<file path="src/verilog/hvsp_pkg.sv">
// What this block does
// RULE1: Status bits: composite, polarities, presences, idle levels
// RULE2: Composite presence bit follows extracted vertical pulse
// RULE3: Line polarity bit: 1 positive, 0 negative
// RULE4: Frame polarity bit follows the selected vertical source
// RULE5: Presence bits read 1 while sync detected
// RULE6: Idle bits show static input level
// RULE7: Line count 14 bits split, overflow bit
// RULE8: Frame count 12 bits split, overflow bit
// RULE9: Source select picks composite, direct or off
// RULE10: Auto select uses composite when direct absent
// RULE11: Insert-suppress removes inserted blanking pulses
// RULE12: Control bit1 sets line blanking polarity
// RULE13: Control bit0 sets frame blanking polarity
// RULE14: Clamp starts on leading or trailing edge
// RULE15: Clamp polarity bit: 1 positive, 0 negative
// RULE16: Clamp width is field plus one steps
// RULE17: Enabled set flag drives interrupt low
// RULE18: Writing zero clears flag, one keeps it
// RULE19: Service software clears flags to release interrupt
// RULE20: Control 0 written where status is read
// RULE21: Flag and enable bit layout
// RULE22: Line count is ticks over 64 lines minus one
// RULE23: Frame count is ticks per frame
// RULE24: Rate flags set on change or overflow
// RULE25: Controls, enables and flags reset to zero
// RULE26: Reserved bits read as zero
package hvsp_pkg;
   localparam int unsigned CLK_HZ = 50000000;
   localparam int unsigned CLK_PERIOD_NS = 20;
   localparam logic [11:0] ADDR_STATUS = 12'hf40;
   localparam logic [11:0] ADDR_CTRL0 = 12'hf40;
   localparam logic [11:0] ADDR_LINE_HI = 12'hf41;
   localparam logic [11:0] ADDR_LINE_LO = 12'hf42;
   localparam logic [11:0] ADDR_FRAME_HI = 12'hf43;
   localparam logic [11:0] ADDR_CLAMP = 12'hf43;
   localparam logic [11:0] ADDR_FRAME_LO = 12'hf44;
   localparam logic [11:0] ADDR_FLAGS = 12'hf48;
   localparam logic [11:0] ADDR_ENABLES = 12'hf49;
   localparam logic [7:0] REG_RESET = 8'h00;
   localparam logic [7:0] FLAG_MASK = 8'hfd;
   localparam logic [1:0] SEL_OFF = 2'h0;
   localparam logic [1:0] SEL_AUTO = 2'h1;
   localparam logic [1:0] SEL_DIRECT = 2'h2;
   localparam logic [1:0] SEL_COMPOSITE = 2'h3;
   localparam int C0_SEL_HI = 7;
   localparam int C0_SEL_LO = 6;
   localparam int C0_NOINS = 5;
   localparam int C0_HBLANK_POLARITY = 1;
   localparam int C0_VBLANK_POLARITY = 0;
   localparam int CL_EDGE = 6;
   localparam int CL_POL = 5;
   localparam int CL_W_HI = 4;
   localparam int CL_W_LO = 2;
   localparam int LINE_W = 14;
   localparam int FRAME_W = 12;
   localparam int unsigned LINE_TICK_HZ = 12800000 / 64;
   localparam int unsigned FRAME_TICK_HZ = 62500;
   localparam int unsigned LINE_TICK_CYC = CLK_HZ / LINE_TICK_HZ;
   localparam int unsigned FRAME_TICK_CYC = CLK_HZ / FRAME_TICK_HZ;
   localparam logic [5:0] LINE_AVG_LAST = 6'h3f;
   localparam int unsigned CLAMP_STEP_NS = 167;
   localparam int unsigned CLAMP_STEP_CYC = CLAMP_STEP_NS / CLK_PERIOD_NS;
   localparam int unsigned CV_MIN_NS = 8000;
   localparam int unsigned CV_MIN_CYC = (CV_MIN_NS + CLK_PERIOD_NS - 1) / CLK_PERIOD_NS;
   localparam int unsigned LOSS_MS = 100;
   localparam int unsigned H_PRES_US = 100;
   localparam int unsigned V_PRES_MS = 25;
   localparam int unsigned LOSS_CYC_DEF = LOSS_MS * (CLK_HZ / 1000);
   localparam int unsigned H_PRES_CYC_DEF = H_PRES_US * (CLK_HZ / 1000000);
   localparam int unsigned V_PRES_CYC_DEF = V_PRES_MS * (CLK_HZ / 1000);
   localparam int TIMER_W = 23;
   typedef struct packed {
      logic [11:0] addr;
      logic [7:0] wdata;
      logic wr;
      logic rd;
   } hvsp_bus_t;
   typedef struct packed {
      logic present;
      logic polarity;
      logic idle;
      logic active;
      logic lead;
      logic trail;
   } hvsp_sync_t;
   typedef enum logic [1:0] {CL_IDLE = 2'b00, CL_RUN = 2'b01} hvsp_clamp_t;
endpackage

</file>
<file path="src/verilog/hvsp_regs.sv">
`timescale 1ns/1ps
module hvsp_regs
   import hvsp_pkg::*;
#(
   parameter int unsigned LOSS_CYC = LOSS_CYC_DEF,
   parameter int unsigned H_PRES_CYC = H_PRES_CYC_DEF,
   parameter int unsigned V_PRES_CYC = V_PRES_CYC_DEF
) (
   input wire logic clk,
   input wire logic sys_rst,
   input wire hvsp_bus_t bus,
   input wire logic hsync_in,
   input wire logic vsync_in,
   output logic [7:0] rdata_q,
   output logic core_external_irq_1_n_q,
   output logic hblank_q,
   output logic vblank_q,
   output logic clamp_q,
   output logic extracted_composite_vert_q
);
   function automatic logic hit(input logic [11:0] a, input logic [11:0] off);
      return a == off;
   endfunction

   hvsp_sync_t h_st, v_st, cv_st, vsel;
   logic [7:0] ctrl0_q, clamp_ctl_q, flags_q, en_q;
   logic [9:0] hact_len_q;
   logic [15:0] phase_q, hper_q;
   logic [7:0] line_div_q;
   logic [9:0] frame_div_q;
   logic [5:0] lines_q;
   logic [LINE_W-1:0] line_pub_q;
   logic [4:0] prev_q;
   logic l_ovf_prev_q;
   hvsp_clamp_t cl_state_q;
   logic [6:0] cl_cnt_q;

   // Composite vertical pulse: line sync held active beyond the minimum
   always_ff @(posedge clk) begin
      if (sys_rst) begin
         hact_len_q <= '0;
         extracted_composite_vert_q <= 1'b0;
      end else begin
         hact_len_q <= !h_st.active ? '0 :
                       (hact_len_q < 10'(CV_MIN_CYC) ? hact_len_q + 1'b1 : hact_len_q);
         extracted_composite_vert_q <= h_st.active && hact_len_q >= 10'(CV_MIN_CYC); // RULE2
      end
   end

   hvsp_sync_mon #(.PRES_CYC(H_PRES_CYC), .LOSS_CYC(LOSS_CYC)) u_line_mon (
      .clk(clk),
      .sys_rst(sys_rst),
      .sync_in(hsync_in),
      .status(h_st)
   );
   hvsp_sync_mon #(.PRES_CYC(V_PRES_CYC), .LOSS_CYC(LOSS_CYC)) u_frame_mon (
      .clk(clk),
      .sys_rst(sys_rst),
      .sync_in(vsync_in),
      .status(v_st)
   );
   hvsp_sync_mon #(.PRES_CYC(V_PRES_CYC), .LOSS_CYC(LOSS_CYC)) u_comp_mon (
      .clk(clk),
      .sys_rst(sys_rst),
      .sync_in(extracted_composite_vert_q),
      .status(cv_st)
   );

   // Vertical source selection
   wire [1:0] sel = ctrl0_q[C0_SEL_HI:C0_SEL_LO];
   wire comp_en = sel != SEL_OFF; // RULE9
   wire use_cv = (sel == SEL_COMPOSITE) ||
                 (sel == SEL_AUTO && cv_st.present && !v_st.present); // RULE9 RULE10
   assign vsel = use_cv ? cv_st : v_st; // RULE4

   // Register bus decode
   wire wr_ctrl0 = bus.wr && hit(bus.addr, ADDR_CTRL0); // RULE20
   wire wr_clamp = bus.wr && hit(bus.addr, ADDR_CLAMP);
   wire wr_flags = bus.wr && hit(bus.addr, ADDR_FLAGS);
   wire wr_en = bus.wr && hit(bus.addr, ADDR_ENABLES);

   // Measurement time bases
   wire line_tick = line_div_q == 8'(LINE_TICK_CYC - 1);
   wire frame_tick = frame_div_q == 10'(FRAME_TICK_CYC - 1);
   wire line_mark = h_st.lead && lines_q == LINE_AVG_LAST;
   logic [LINE_W-1:0] l_val;
   logic l_ovf, l_done;
   logic [FRAME_W-1:0] f_val;
   logic f_ovf, f_chg;

   always_ff @(posedge clk) begin
      if (sys_rst) begin
         line_div_q <= '0;
         frame_div_q <= '0;
         lines_q <= '0;
      end else begin
         line_div_q <= line_tick ? '0 : line_div_q + 1'b1;
         frame_div_q <= frame_tick ? '0 : frame_div_q + 1'b1;
         if (h_st.lead) lines_q <= lines_q + 1'b1; // RULE22
      end
   end

   hvsp_period_ctr #(.W(LINE_W), .BIAS(1'b1)) u_line_ctr (
      .clk(clk),
      .sys_rst(sys_rst),
      .tick(line_tick),
      .mark(line_mark),
      .value_q(l_val),
      .ovf_q(l_ovf),
      .done_q(l_done),
      .chg_q()
   );
   hvsp_period_ctr #(.W(FRAME_W), .BIAS(1'b0)) u_frame_ctr (
      .clk(clk),
      .sys_rst(sys_rst),
      .tick(frame_tick),
      .mark(vsel.lead), // RULE23
      .value_q(f_val),
      .ovf_q(f_ovf),
      .done_q(),
      .chg_q(f_chg)
   );

   // Line count shown once per frame while frames run, else on every result
   wire line_pub = (l_done && !vsel.present) || (vsel.lead && vsel.present); // RULE22
   wire line_ev = (line_pub && l_val != line_pub_q) || (l_ovf && !l_ovf_prev_q); // RULE24

   always_ff @(posedge clk) begin
      if (sys_rst) begin
         line_pub_q <= '0;
         l_ovf_prev_q <= 1'b0;
      end else begin
         if (line_pub) line_pub_q <= l_val;
         l_ovf_prev_q <= l_ovf;
      end
   end

   // Sync events into sticky flags
   wire [7:0] set_w = {
      h_st.present != prev_q[4],
      (v_st.present != prev_q[3]) || (comp_en && cv_st.present != prev_q[2]),
      h_st.polarity != prev_q[1],
      vsel.polarity != prev_q[0],
      line_ev,
      f_chg,
      1'b0,
      vsel.lead
   }; // RULE21
   wire [7:0] clr_w = wr_flags ? ~bus.wdata : 8'h00;
   wire [7:0] flags_d = ((flags_q & ~clr_w) | set_w) & FLAG_MASK; // RULE18

   always_ff @(posedge clk) begin
      if (sys_rst) begin
         ctrl0_q <= REG_RESET; // RULE25
         clamp_ctl_q <= REG_RESET;
         flags_q <= REG_RESET;
         en_q <= REG_RESET;
         prev_q <= '0;
         core_external_irq_1_n_q <= 1'b1;
      end else begin
         if (wr_ctrl0) ctrl0_q <= bus.wdata; // RULE20
         if (wr_clamp) clamp_ctl_q <= bus.wdata;
         if (wr_en) en_q <= bus.wdata & FLAG_MASK;
         flags_q <= flags_d; // RULE17
         prev_q <= {h_st.present, v_st.present, cv_st.present, h_st.polarity, vsel.polarity};
         core_external_irq_1_n_q <= ~|(flags_q & en_q); // RULE17
      end
   end

   // Read path, data only in the cycle after the strobe
   wire [7:0] status_w = {cv_st.present, 1'b0, h_st.polarity, vsel.polarity,
                          h_st.present, v_st.present, h_st.idle, v_st.idle}; // RULE1 RULE26
   wire [7:0] rd_mux =
      hit(bus.addr, ADDR_STATUS) ? status_w :
      hit(bus.addr, ADDR_LINE_HI) ? {l_ovf, 1'b0, line_pub_q[13:8]} : // RULE7
      hit(bus.addr, ADDR_LINE_LO) ? line_pub_q[7:0] :
      hit(bus.addr, ADDR_FRAME_HI) ? {f_ovf, 3'h0, f_val[11:8]} : // RULE8
      hit(bus.addr, ADDR_FRAME_LO) ? f_val[7:0] :
      hit(bus.addr, ADDR_FLAGS) ? flags_q : 8'h00; // RULE26

   always_ff @(posedge clk) begin
      if (sys_rst) rdata_q <= 8'h00;
      else rdata_q <= bus.rd ? rd_mux : 8'h00;
   end

   // Blanking outputs with pulse insertion during composite vertical time
   wire cv_time = use_cv && extracted_composite_vert_q;
   wire ins_pulse = phase_q < {3'h0, hper_q[15:3]};
   wire hblank_raw = cv_time ? (!ctrl0_q[C0_NOINS] && ins_pulse) : h_st.active; // RULE11

   always_ff @(posedge clk) begin
      if (sys_rst) begin
         phase_q <= '0;
         hper_q <= '0;
         hblank_q <= 1'b0;
         vblank_q <= 1'b0;
      end else begin
         if (h_st.lead && !extracted_composite_vert_q) begin
            phase_q <= '0;
            hper_q <= phase_q;
         end else if (cv_time && phase_q >= hper_q) phase_q <= '0;
         else if (!(&phase_q)) phase_q <= phase_q + 1'b1;
         hblank_q <= hblank_raw ^ ctrl0_q[C0_HBLANK_POLARITY]; // RULE12
         vblank_q <= vsel.active ^ ctrl0_q[C0_VBLANK_POLARITY]; // RULE13
      end
   end

   // Clamp pulse generator
   wire clamp_start = clamp_ctl_q[CL_EDGE] ? h_st.lead : h_st.trail; // RULE14
   wire [6:0] clamp_len = 7'(({1'b0, clamp_ctl_q[CL_W_HI:CL_W_LO]} + 4'h1) * CLAMP_STEP_CYC);

   always_ff @(posedge clk) begin
      if (sys_rst) begin
         cl_state_q <= CL_IDLE;
         cl_cnt_q <= '0;
         clamp_q <= 1'b0;
      end else begin
         case (cl_state_q)
            CL_IDLE: begin
               if (clamp_start) begin
                  cl_state_q <= CL_RUN;
                  cl_cnt_q <= clamp_len; // RULE16
               end
            end
            CL_RUN: begin
               if (cl_cnt_q == 7'h01) cl_state_q <= CL_IDLE;
               cl_cnt_q <= cl_cnt_q - 1'b1;
            end
            default: cl_state_q <= CL_IDLE;
         endcase
         clamp_q <= (cl_state_q == CL_RUN) ~^ clamp_ctl_q[CL_POL]; // RULE15
      end
   end
endmodule // hvsp_regs

</file>
<file path="src/verilog/hvsp_sync_mon.sv">
`timescale 1ns/1ps
module hvsp_sync_mon
   import hvsp_pkg::*;
#(
   parameter int unsigned PRES_CYC = H_PRES_CYC_DEF,
   parameter int unsigned LOSS_CYC = LOSS_CYC_DEF
) (
   input wire logic clk,
   input wire logic sys_rst,
   input wire logic sync_in,
   output hvsp_sync_t status
);
   logic in_q;
   logic pol_q;
   logic pres_q;
   logic [TIMER_W-1:0] hi_q, lo_q, gap_q;
   wire rise = sync_in & ~in_q;
   wire fall = ~sync_in & in_q;
   wire gap_sat = &gap_q;
   // High longer than low means negative polarity
   always_ff @(posedge clk) begin
      if (sys_rst) begin
         in_q <= 1'b0;
         pol_q <= 1'b1;
         pres_q <= 1'b0;
         hi_q <= '0;
         lo_q <= '0;
         gap_q <= '0;
      end else begin
         in_q <= sync_in;
         hi_q <= rise ? '0 : ((in_q && !(&hi_q)) ? hi_q + 1'b1 : hi_q);
         lo_q <= fall ? '0 : ((!in_q && !(&lo_q)) ? lo_q + 1'b1 : lo_q);
         gap_q <= rise ? '0 : (gap_sat ? gap_q : gap_q + 1'b1);
         if (rise) pol_q <= !(hi_q > lo_q); // RULE3
         if (rise && gap_q < TIMER_W'(PRES_CYC)) pres_q <= 1'b1; // RULE5
         else if (gap_q >= TIMER_W'(LOSS_CYC)) pres_q <= 1'b0; // RULE5
      end
   end
   assign status.present = pres_q;
   assign status.polarity = pol_q;
   assign status.idle = in_q; // RULE6
   assign status.active = in_q ~^ pol_q;
   assign status.lead = pol_q ? rise : fall;
   assign status.trail = pol_q ? fall : rise;
endmodule // hvsp_sync_mon

</file>
<file path="src/verilog/hvsp_period_ctr.sv">
`timescale 1ns/1ps
module hvsp_period_ctr
   import hvsp_pkg::*;
#(
   parameter int W = LINE_W,
   parameter logic BIAS = 1'b1
) (
   input wire logic clk,
   input wire logic sys_rst,
   input wire logic tick,
   input wire logic mark,
   output logic [W-1:0] value_q,
   output logic ovf_q,
   output logic done_q,
   output logic chg_q
);
   logic [W-1:0] cnt_q;
   logic sat_q;
   wire [W-1:0] result = cnt_q - W'(BIAS);
   always_ff @(posedge clk) begin
      if (sys_rst) begin
         cnt_q <= '0;
         sat_q <= 1'b0;
         value_q <= '0;
         ovf_q <= 1'b0;
         done_q <= 1'b0;
         chg_q <= 1'b0;
      end else begin
         done_q <= mark;
         chg_q <= (mark && result != value_q) || (tick && &cnt_q && !ovf_q); // RULE24
         if (mark) begin
            value_q <= result;
            ovf_q <= sat_q; // RULE7 RULE8
            cnt_q <= '0;
            sat_q <= 1'b0;
         end else if (tick) begin
            if (&cnt_q) begin
               sat_q <= 1'b1;
               ovf_q <= 1'b1;
            end else cnt_q <= cnt_q + 1'b1;
         end
      end
   end
endmodule // hvsp_period_ctr

</file>
<file path="config.mk">
export PLATFORM = sky130hd
export DESIGN_NAME = hvsp_regs
export DESIGN_NICKNAME = d
export VERILOG_FILES = /design/src/verilog/hvsp_pkg.sv /design/src/verilog/hvsp_regs.sv /design/src/verilog/hvsp_sync_mon.sv /design/src/verilog/hvsp_period_ctr.sv
export SDC_FILE = /design/constraint.sdc
export NUM_CORES = 1
export LEC_CHECK = 0
export ABC_AREA = 1
export BUFFER_PORTS_ARGS = -buffer_cell sky130_fd_sc_hd__buf_2
export CORE_MARGIN = 4
export CORE_UTILIZATION = 50
export CTS_BUF_LIST = sky130_fd_sc_hd__clkbuf_4 sky130_fd_sc_hd__clkbuf_8
export DETAILED_ROUTE_END_ITERATION = 7
export GPL_TIMING_DRIVEN = 1
export PLACE_DENSITY = 0.66
export SLEW_MARGIN = 20
export SYNTH_ARGS = -nofsm -noshare
export SYNTH_HDL_FRONTEND = slang
export SYNTH_HIERARCHICAL = 1
export SYNTH_SLANG_ARGS = --single-unit
</file>
<file path="constraint.sdc">
create_clock -name clk -period 5 [get_ports clk]
set_clock_uncertainty 0.1 [all_clocks]
set_input_delay 1 -clock clk [delete_from_list [all_inputs] [get_ports clk]]
set_output_delay 1 -clock clk [all_outputs]
set_load 0.02 [all_outputs]
</file>
* Word-level counts from Yosys, hierarchy flattened
Cells that the tools add are included.
Storage, ports and cells: register bits after elaboration 412, word-level logic and storage cells 264
Cells by class: add/sub/neg operators 19, magnitude comparators 13, equal/unequal tests 23, mux-type cells 33, bitwise gates (word level) 27, reductions and logical operators 98
Operators with widths (count):
- adder 23 x 1 -> 23 bit (second input constant) | 9
- AND reduction 23 bit | 9
- == test 12 bit (second input constant) | 7
- >= comparator 23 bit (second input constant) | 3
- > comparator 23 bit | 3
- two-way mux 8 bit | 7
- less-than comparator 23 x 21 -> 1 bit (second input constant) | 2
- logical AND 1 bit | 29
- OR reduction 2 bit | 12
- less-than comparator 23 x 13 -> 1 bit (second input constant) | 1
- adder 10 x 1 -> 10 bit (second input constant) | 2
- two-way mux 1 bit | 20
- logical NOT 1 bit | 19
- nonzero test 2 bit | 9
- adder 16 x 1 -> 16 bit (second input constant) | 1
- AND 8 bit | 2
- >= comparator 16 bit | 1
- less-than comparator 16 x 13 -> 1 bit | 1
- NOT 8 bit | 2
- AND reduction 16 bit | 1
- AND reduction 15 bit | 1
- adder 14 x 1 -> 14 bit (second input constant) | 1
- inequality test 14 bit | 1
- one-hot mux 7 bit (2 select lines) | 1
- other kinds (35) | 69

* Depth between registers and ports, before layout
Gate-level depths: netlist of run 1.
depth in word-level cells 11, mapped depth 13, mapped depth without buffers 13

* By module
The synthesis of run 1 kept the hierarchy.
Modules (own cells, without submodules):
- hvsp_sync_mon at u_comp_mon ... | instances 2, cells an instance 805, area each 5109.9 µm², sequential area each 1441.4 µm²
- hvsp_regs | instances 1, cells an instance 935, area each 6698.9 µm², sequential area each 2622.5 µm²
- hvsp_sync_mon at u_line_mon | instances 1, cells an instance 802, area each 4987.3 µm², sequential area each 1441.4 µm²
- hvsp_period_ctr at u_line_ctr | instances 1, cells an instance 304, area each 1949.4 µm², sequential area each 640.6 µm²
- hvsp_period_ctr at u_frame_ctr | instances 1, cells an instance 196, area each 1397.6 µm², sequential area each 560.5 µm²

* Worst setup path before layout of run 1
No wires, ideal clock.
kind input to register, start point in hsync_in, end point reg u_line_ctr.value_q[11], data arrival time 2.845 ns, data required time 4.770 ns, setup slack 1.925 ns, cell stages on the path 12, buffers on the path 1, cells stage by stage inv_1 > nor2_1 > inv_1 > o21ai_0 > nand3_1 > nor2_1 > nand2_1 > nor2_1 > nor2_1 > inv_1 > clkbuf_1 > o22ai_1
RTL lines:
- start, declared | line hvsp_regs.sv:12 | input wire logic hsync_in,
- end signal, assigned | line hvsp_period_ctr.sv:32 | value_q <= result;
- end, declared | line hvsp_period_ctr.sv:12 | output logic [W-1:0] value_q,

==> results of run 1 <==
==> per-stage QoR <==
step / instances / util / power [mW] / hold slack [ns]
final: 4550 / 0.554 / 7.31 / 0.349
after detailed placement: 4410 / 0.519 / 3.85 / 0.337
after CTS: 4548 / 0.554 / 7.42 / 0.350
after global routing: 4550 / 0.554 / 7.64 / 0.368
after global placement: 4410 / 0.519 / 3.84 / 0.332
after floorplan: 3778 / - / 3.73 / 0.315
==> worst min-delay path by stage <==
| stage | end | depth (start not counted) |
|---|---|---|
| after floorplan | flags_q[2]$_SDFF_PP0_ | 2 |
| after global placement | frame_div_q[0]$_SDFF_PP0_ | 1 |
| after detailed placement | frame_div_q[0]$_SDFF_PP0_ | 1 |
| after CTS | frame_div_q[0]$_SDFF_PP0_ | 1 |
| after global routing | frame_div_q[0]$_SDFF_PP0_ | 1 |
| final | hact_len_q[8]$_SDFFE_PP0N_ | 2 |
==> power by group through the flow <==
stage	clock network, mW	registers, mW	logic [mW]
finish	3.54	3.35	0.425
global route	3.80	3.36	0.487
CTS	3.64	3.35	0.429
detailed placement	0	3.42	0.428
global placement	0	3.42	0.423
floorplan	0	3.40	0.336
==> worst max-delay path, delay by kind of cell, from the launching register on <==
kind	cells	cell delay [ns]
AOI/OAI and AO/OA	3	0.44
and+or+nand+nor	7	1.30
buffers and inverters	2	0.70
DFF	1	0.66
==> layer usage <==
metal  wire length, µm  up-vias  global-route usage  part of all wire
met5                13        -                   0           0.00022
met2             26200      357               0.359              0.44
li1                  -    12100                   -                 -
met3              2230      106              0.0377             0.038
met4              1420        2              0.0648             0.024
met1             29500    10200               0.304              0.50
==> registers in the layout, indices dropped and copies added, names as in the netlist, 8 cells and up <==
register and count:
u_frame_ctr/cnt_q 12, hact_len_q 10, u_comp_mon/gap_q 23, line_pub_q 14
line_div_q 8, u_frame_mon/hi_q 23, u_frame_ctr/value_q 12, u_line_ctr/cnt_q 14
u_comp_mon/lo_q 23, u_line_mon/lo_q 23, frame_div_q 10, u_comp_mon/hi_q 23
u_line_mon/gap_q 23, u_line_mon/hi_q 23, u_line_ctr/value_q 14, hper_q 16
u_frame_mon/lo_q 23, phase_q 16, u_frame_mon/gap_q 23, rdata_q 8
==> area by class of cell <==
type | count | area, µm² | share of cell area
Multi-Input combinational cell | 2802 | 14400 | 0.531
Antenna cell | 2 | 5.00 | 0.000184
Inverter | 492 | 1850 | 0.0682
Clock inverter | 15 | 163 | 0.00599
Timing Repair Buffer | 47 | 258 | 0.00949
Tap cell | 664 | 831 | 0.0306
Clock buffer | 123 | 1530 | 0.0563
Sequential cell | 405 | 8110 | 0.298
==> impl_metrics.py, run 1 <==
metrics = {
    "critical_path": {
        "startpoint": "u_line_mon/in_q$_SDFF_PP0_",
        "crit_slowest_cell": "dfxtp_1",
        "worst-r2r-cell-count": 12,
        "critPathLaunchType": "flip-flop",
        "cpPeakStageDelay_ns": 0.66,
        "worstPathCellList": "inv_1 > nor2_1 > nand2_1 > o21ai_0 > nand3_1 > nor2_1 > nand2_1 > nor2_1 > nor2_1 > inv_1 > a21oi_1 > o21a_1",
        "cp-endpoint": "u_line_ctr/cnt_q[4]$_SDFFE_PP0P_",
        "path_max_fanout": 15,
        "ff2ff_setup_slack_ns": 1.70,
        "r2r-start": "u_line_mon/in_q$_SDFF_PP0_",
        "r2r-end": "u_line_ctr/cnt_q[4]$_SDFFE_PP0P_",
        "arrival_ns": 3.73,
        "required_ns": 5.43,
        "setup.worst_path.end_class": "flip-flop",
        "cp_common_cell": "nor2_1",
        "criticalPathCategory": "flip-flop to flip-flop",
    },
    "drt": {
        "drtIter0Drc": 1517,
        "drc": 0,
        "ant_nets": 0,
        "dr.pass1.iters": 5,
        "vias_per_cell": 5.00,
        "wl_mm": 59.4,
        "vias": 22700,
        "wl_per_cell_um": 13.1,
    },
    "status": {
        "status": "complete, no violations",
    },
    "timing": {
        "tns_ns": 0,
        "slew_viol_final": 0,
        "rsz0062_at_grt": "no",
        "fmax_mhz": 303,
        "min_period_over_period": 0.661,
        "setup_viol": 0,
        "fin_crit_ns": 3.30,
        "relSlewSlack": 0.327,
        "worstMarginPinSlew_ns": 1.00,
        "layout_setup_ws_ns": 1.70,
        "finalHoldViolations": 0,
    },
    "cells_and_area": {
        "layout-drive-gt1-share": 0.0917,
        "synthToLayoutAreaGrowth_pct": 9.11,
        "layout.nets": 3971,
        "fin_area_um2": 27200,
        "layout_common_cells": "1007 x nand2_1, 566 x nor2_1, 472 x inv_1",
        "fill_cells": 5021,
        "final_common_cell": "nand2_1",
    },
    "die": {
        "io_pins": 39,
        "core_area_um2": 49100,
        "dieArea_um2": 53400,
        "die_height_um": 231,
        "die_w_um": 231,
        "rows": 81,
        "start_util": 0.508,
    },
    "global_route": {
        "grt_pass1_vias": 20800,
        "grt_max_degree": 55,
        "grt_pass1_wl_mm": 101,
        "grt_util_all_layers": 0.221,
        "antenna_found_initial": 2,
        "grt_overflow": 0,
    },
    "clocking": {
        "cts-root-buf": "clkbuf_8",
        "hold_buffers": 0,
        "cts_resized": 0,
        "clockBufferDepth": 3,
        "path_clk_slew_ns": 0.06,
        "insertion_delay_ns": 0.65,
        "cts_tree": "yes",
        "htreeDepth": 3,
        "cts_made_buffers": 77,
        "postCtsSetupRepairBufs": 0,
        "clock-sinks": 405,
    },
    "power_and_ir_drop": {
        "power_frac_comb": 0.058,
        "power_density_nw_per_um2": 269,
        "power_leakage_nw": 11.4,
        "power_frac_clock": 0.484,
        "p_int_mw": 5.53,
        "ir_drop_mv": 0.179,
        "switchingPower_mw": 1.79,
        "swShare": 0.244,
        "p_seq_frac": 0.458,
    },
    "placed_design": {
        "hpwl_mm": 43.7,
        "placed_area_um2": 25500,
        "io_buffers": 38,
        "preCtsSetupSlack_ns": 1.28,
        "gp_congestion": 0.881,
    },
    "min_path": {
        "min_from": "hact_len_q[7]$_SDFFE_PP0N_",
        "hp-class": "flip-flop to flip-flop",
    },
    "logic_synthesis": {
        "ys_warn_count": 6,
        "synthCells": 3778,
        "synth_area_um2": 24900,
        "avgSynthCellArea_um2": 6.59,
        "synth_fp_nets": 3924,
    },
    "flow_run": {
        "maxCapViolCount": 0,
    },
}
(Power assumes the default switching activity.)
==> run 2: changes to the inputs <==
--- a/config.mk
+++ b/config.mk
@@ -5,14 +5,14 @@
 export SDC_FILE = /design/constraint.sdc
 export NUM_CORES = 1
 export LEC_CHECK = 0
-export ABC_AREA = 1
+export ABC_AREA = 0
 export BUFFER_PORTS_ARGS = -buffer_cell sky130_fd_sc_hd__buf_2
 export CORE_MARGIN = 4
 export CORE_UTILIZATION = 50
 export CTS_BUF_LIST = sky130_fd_sc_hd__clkbuf_4 sky130_fd_sc_hd__clkbuf_8
 export DETAILED_ROUTE_END_ITERATION = 7
 export GPL_TIMING_DRIVEN = 1
-export PLACE_DENSITY = 0.66
+export PLACE_DENSITY = 0.68
 export SLEW_MARGIN = 20
 export SYNTH_ARGS = -nofsm -noshare
 export SYNTH_HDL_FRONTEND = slang
==> constraint.sdc (replaced) <==
create_clock -name clk -period 2.9 [get_ports clk]
set_clock_uncertainty 0.1 [all_clocks]
set_input_delay 0.58 -clock clk [delete_from_list [all_inputs] [get_ports clk]]
set_output_delay 0.58 -clock clk [all_outputs]
set_load 0.02 [all_outputs]
==> impl_metrics.py, run 2 <==
metrics = {
    "min_path": {
        "hp-class": "primary input to flip-flop",
    },
    "timing": {
        "fin_crit_ns": 2.62,
        "finalHoldViolations": 0,
        "relSlewSlack": 0.289,
        "min_period_over_period": 0.902,
        "rsz0062_at_grt": "no",
        "fmax_mhz": 382,
        "setup_viol": 0,
        "slew_viol_final": 0,
        "tns_ns": 0,
        "worstMarginPinSlew_ns": 1.06,
    },
    "logic_synthesis": {
        "ys_warn_count": 6,
        "synth_fp_nets": 2802,
        "synthCells": 2656,
        "synth_area_um2": 22400,
        "avgSynthCellArea_um2": 8.42,
    },
    "global_route": {
        "grt_pass1_vias": 18600,
        "grt_util_all_layers": 0.219,
        "antenna_found_initial": 1,
        "grt_max_degree": 51,
        "grt_overflow": 0,
        "grt_pass1_wl_mm": 89.9,
    },
    "critical_path": {
        "path_max_fanout": 16,
        "criticalPathCategory": "flip-flop to flip-flop",
        "arrival_ns": 3.05,
        "setup.worst_path.end_class": "flip-flop",
        "critPathLaunchType": "flip-flop",
        "required_ns": 3.33,
    },
    "cells_and_area": {
        "fin_area_um2": 24500,
        "layout-drive-gt1-share": 0.111,
        "layout_common_cells": "405 x dfxtp_1, 301 x nor2_1, 199 x nand2_1",
        "multi_input_area_um2": 13100,
        "ff_latch_area_um2": 8110,
        "fin_cells": 3319,
        "layout.nets": 2826,
        "antenna_cells": 0,
        "synthToLayoutAreaGrowth_pct": 9.63,
        "final_common_cell": "dfxtp_1",
        "fill_cells": 3990,
    },
    "clocking": {
        "cts_resized": 0,
        "clock-sinks": 405,
        "cts-root-buf": "clkbuf_8",
        "hold_buffers": 0,
        "cts_tree": "yes",
        "htreeDepth": 3,
        "postCtsSetupRepairBufs": 0,
        "path_clk_slew_ns": 0.06,
        "clockBufferDepth": 3,
        "insertion_delay_ns": 0.63,
        "cts_made_buffers": 72,
    },
    "drt": {
        "drtIter0Drc": 1410,
        "vias": 19400,
        "dr.pass1.iters": 5,
        "wl_mm": 52.6,
        "vias_per_cell": 5.84,
        "wl_per_cell_um": 15.8,
        "ant_nets": 0,
        "drc": 0,
    },
    "die": {
        "core_area_um2": 44200,
        "io_pins": 39,
        "start_util": 0.506,
        "die_height_um": 220,
        "rows": 77,
        "die_w_um": 220,
        "dieArea_um2": 48200,
    },
    "flow_run": {
        "maxCapViolCount": 0,
    },
    "placed_design": {
        "gp_congestion": 0.859,
        "dp_cells": 3198,
        "placed_area_um2": 23000,
        "hpwl_mm": 37.8,
        "io_buffers": 38,
    },
    "power_and_ir_drop": {
        "ir_drop_mv": 0.323,
        "power_leakage_nw": 8.92,
        "power_density_nw_per_um2": 482,
    },
    "status": {
        "status": "complete, no violations",
    },
}
[run 2: changes by cell type in the layout (fill, tap and decap cells not counted), moves of 46 or more]
| cell | delta |
|---|---|
| nand2_1 | -808 |
| xnor2_1 | +76 |
| a21oi_1 | -64 |
| mux2i_1 | +66 |
| or3_1 | +65 |
| nor2_1 | -265 |
| o21ai_0 | -80 |
| nand3_1 | -75 |
| inv_1 | -346 |
| xor2_1 | -58 |
| or4_1 | +46 |
[run 2: worst paths after layout]
check	startpoint	to	slack [ns]	cells past startpoint
setup reg to reg	phase_q[5]$_SDFFE_PP0N_	phase_q[2]$_SDFFE_PP0N_	0.28	6
hold reg to reg	hact_len_q[9]$_SDFFE_PP0N_	hact_len_q[9]$_SDFFE_PP0N_	0.34	2
setup / recovery	phase_q[5]$_SDFFE_PP0N_	phase_q[2]$_SDFFE_PP0N_	0.28	6
hold / removal	vsync_in	u_frame_mon/in_q$_SDFF_PP0_	0.13	2
[run 2: power breakdown]
part           leakage [nW]  internal, mW  switching [mW]
Sequential             3.27          5.64          0.0884
Clock                 0.787          3.13            2.36
Combinational          4.86         0.235           0.381
[run 2: through the flow]
step | util | setup WS [ns] | total power [mW] | hold WS [ns]
global route | 0.555 | 0.190 | 12.3 | 0.112
global placement | 0.521 | 0.399 | 6.44 | 0.332
detailed placement | 0.521 | 0.343 | 6.46 | 0.339
finish | 0.555 | 0.283 | 11.8 | 0.131
CTS | 0.555 | 0.333 | 12.0 | 0.0719
floorplan | - | 0.524 | 6.27 | 0.311
[run 2: worst max-delay path, cell delays in order, from the launching register on]
cell and delay (ns):
dfxtp_1 0.45, ha_1 0.31, a2111oi_0 0.44, o21a_1 0.20, o211ai_1 0.10, a2111o_1 0.67
nor3_1 0.27
[run 2: routing by layer]
layer | up-vias | global-route usage | share of wire
met2 | 425 | 0.358 | 0.46
li1 | 9684 | - | -
met5 | - | 0 | 0.00025
met4 | 2 | 0.0716 | 0.028
met3 | 126 | 0.0410 | 0.046
met1 | 9146 | 0.293 | 0.46
[run 2: cell type report]
| class | instances | area share |
|---|---|---|
| repair buffers | 85 | 0.0243 |
| inverters | 129 | 0.0197 |
| clock buffers | 105 | 0.0546 |
| clock inverters | 16 | 0.00566 |
| well taps | 592 | 0.0302 |
| flip-flops and latches | 405 | 0.331 |
| multi-input cells | 1987 | 0.535 |
==> run 3: changes to the inputs <==
--- a/config.mk
+++ b/config.mk
@@ -6,11 +6,12 @@
 export NUM_CORES = 1
 export LEC_CHECK = 0
 export ABC_AREA = 0
-export BUFFER_PORTS_ARGS = -buffer_cell sky130_fd_sc_hd__buf_2
+export ABC_CLOCK_PERIOD_IN_PS = 2900
 export CORE_MARGIN = 4
 export CORE_UTILIZATION = 50
 export CTS_BUF_LIST = sky130_fd_sc_hd__clkbuf_4 sky130_fd_sc_hd__clkbuf_8
 export DETAILED_ROUTE_END_ITERATION = 7
+export DONT_BUFFER_PORTS = 1
 export GPL_TIMING_DRIVEN = 1
 export PLACE_DENSITY = 0.68
 export SLEW_MARGIN = 20
==> impl_metrics.py, run 3 (synthesis gave the netlist of run 2 again) <==
metrics = {
    "global_route": {
        "antenna_found_initial": 3,
        "grt_pass1_vias": 18600,
        "grt_util_met3": 0.0383,
        "grt_max_degree": 121,
        "grt_util_all_layers": 0.222,
        "grt_pass1_wl_mm": 90.2,
        "met2_usage": 0.371,
        "grt-busiest-layer": "met2",
        "grt.met1_usage": 0.288,
        "grt_overflow": 0,
    },
    "critical_path": {
        "r2r-end": "cl_cnt_q[3]$_SDFFE_PP0P_",
        "setup.worst_path.end_class": "flip-flop",
        "worst-path-buf-inv": 2,
        "ff2ff_setup_slack_ns": 0.35,
        "worstPathCellList": "inv_1 > nand2_1 > mux2i_1 > buf_4 > mux2i_1 > mux2i_1 > nor2_1 > a21oi_1 > nor2_1",
        "worst-r2r-cell-count": 9,
        "critPathLaunchType": "flip-flop",
        "cpPeakStageDelay_ns": 0.71,
        "cp_top_family": "multiplexers",
        "required_ns": 3.32,
        "arrival_ns": 2.97,
        "cp_common_cell": "mux2i_1",
        "path_max_fanout": 9,
        "crit_slowest_cell": "mux2i_1",
        "criticalPathCategory": "flip-flop to flip-flop",
        "r2r-start": "u_line_mon/in_q$_SDFF_PP0_",
    },
    "die": {
        "io_pins": 39,
        "core_area_um2": 44200,
        "die_height_um": 220,
        "rows": 77,
        "die_w_um": 220,
        "dieArea_um2": 48200,
        "start_util": 0.506,
    },
    "placed_design": {
        "io_buffers": 0,
        "gp_congestion": 0.845,
        "hpwl_mm": 37.5,
    },
    "timing": {
        "slew_viol_final": 0,
        "rsz0062_at_grt": "no",
        "fmax_mhz": 392,
        "tns_ns": 0,
        "setup_viol": 0,
        "min_period_over_period": 0.879,
        "relSlewSlack": 0.279,
        "fin_crit_ns": 2.55,
        "worstMarginPinSlew_ns": 1.08,
        "finalHoldViolations": 0,
    },
    "drt": {
        "drtIter0Drc": 1346,
        "wl_per_cell_um": 16.3,
        "ant_nets": 0,
        "dr.pass1.iters": 5,
        "wl_mm": 54.0,
        "drc": 0,
        "vias_per_cell": 5.84,
        "vias": 19300,
    },
    "clocking": {
        "htreeDepth": 3,
        "insertion_delay_ns": 0.65,
        "cts_tree": "yes",
        "path_clk_slew_ns": 0.06,
        "cts-root-buf": "clkbuf_8",
        "clockBufferDepth": 3,
        "postCtsSetupRepairBufs": 0,
        "clock-sinks": 405,
        "cts_made_buffers": 74,
    },
    "cells_and_area": {
        "layout.nets": 2795,
        "layout_common_cells": "405 x dfxtp_1, 301 x nor2_1, 199 x nand2_1",
        "final_common_cell": "dfxtp_1",
        "fill_cells": 3996,
        "final_core_util": 0.553,
        "synthToLayoutAreaGrowth_pct": 9.32,
        "layout-drive-gt1-share": 0.100,
    },
    "power_and_ir_drop": {
        "power_leakage_nw": 8.81,
        "ir_drop_mv": 0.325,
        "power_density_nw_per_um2": 490,
        "finalPower_mw": 12.0,
    },
    "min_path": {
        "hold-path-cell-count": 2,
        "holdPathEnd": "rdata_q[7]$_SDFF_PP0_",
        "hp-class": "primary input to flip-flop",
        "min_from": "bus[10]",
    },
    "flow_run": {
        "maxCapViolCount": 0,
    },
    "status": {
        "status": "complete, no violations",
    },
}
==> run 3: where the power goes <==
group	internal (mW)	switching [mW]
Clock	3.22	2.44
Combinational	0.228	0.364
Sequential	5.64	0.0903
Total	9.10	2.89
==> run 3: timing repair <==
action                    CTS  global route
resized for setup           0             0
hold endpoints to repair  121             0
hold buffers               13             0
==> run 3: cell type report <==
type / instances / area (µm²) / area share
tap: 592 / 741 / 0.0303
multi-input combinational: 1987 / 13100 / 0.536
timing repair buffer: 52 / 440 / 0.0180
sequential: 405 / 8110 / 0.332
inverter: 129 / 484 / 0.0198
clock buffer: 123 / 1480 / 0.0605
clock inverter: 11 / 73.8 / 0.00302
antenna: 4 / 10.0 / 0.000409
==> run 3: metrics by stage <==
step           hold slack [ns]  instance area, µm²  worst slack [ns]  cells
2_1_floorplan            0.311               22400             0.524   2656
3_3_place_gp             0.330               22700             0.272   3152
3_5_place_dp             0.340               22700             0.314   3152
4_1_cts                0.00369               24400             0.371   3299
5_1_grt                 0.0509               24400             0.195   3300
6_report                0.0673               24500             0.351   3303
==> run 3: worst max path at each step <==
stage,startpoint,to,slack [ns],cells after the start
2_1_floorplan,hsync_in,u_line_ctr/cnt_q[0]$_SDFFE_PP0P_,0.52,9
3_3_place_gp,hsync_in,cl_cnt_q[3]$_SDFFE_PP0P_,0.27,8
4_1_cts,phase_q[5]$_SDFFE_PP0N_,phase_q[2]$_SDFFE_PP0N_,0.37,6
5_1_grt,phase_q[3]$_SDFFE_PP0N_,phase_q[13]$_SDFFE_PP0N_,0.19,6
6_report,u_line_mon/in_q$_SDFF_PP0_,cl_cnt_q[3]$_SDFFE_PP0P_,0.35,9
3_5_place_dp,hsync_in,u_line_ctr/value_q[13]$_SDFFE_PP0P_,0.31,7
==> run 3: routing by layer <==
layer	wire length, µm	vias to the layer above
met5	0	-
met4	1340	0
met3	2830	110
met2	25400	459
met1	24400	9100
li1	-	9623
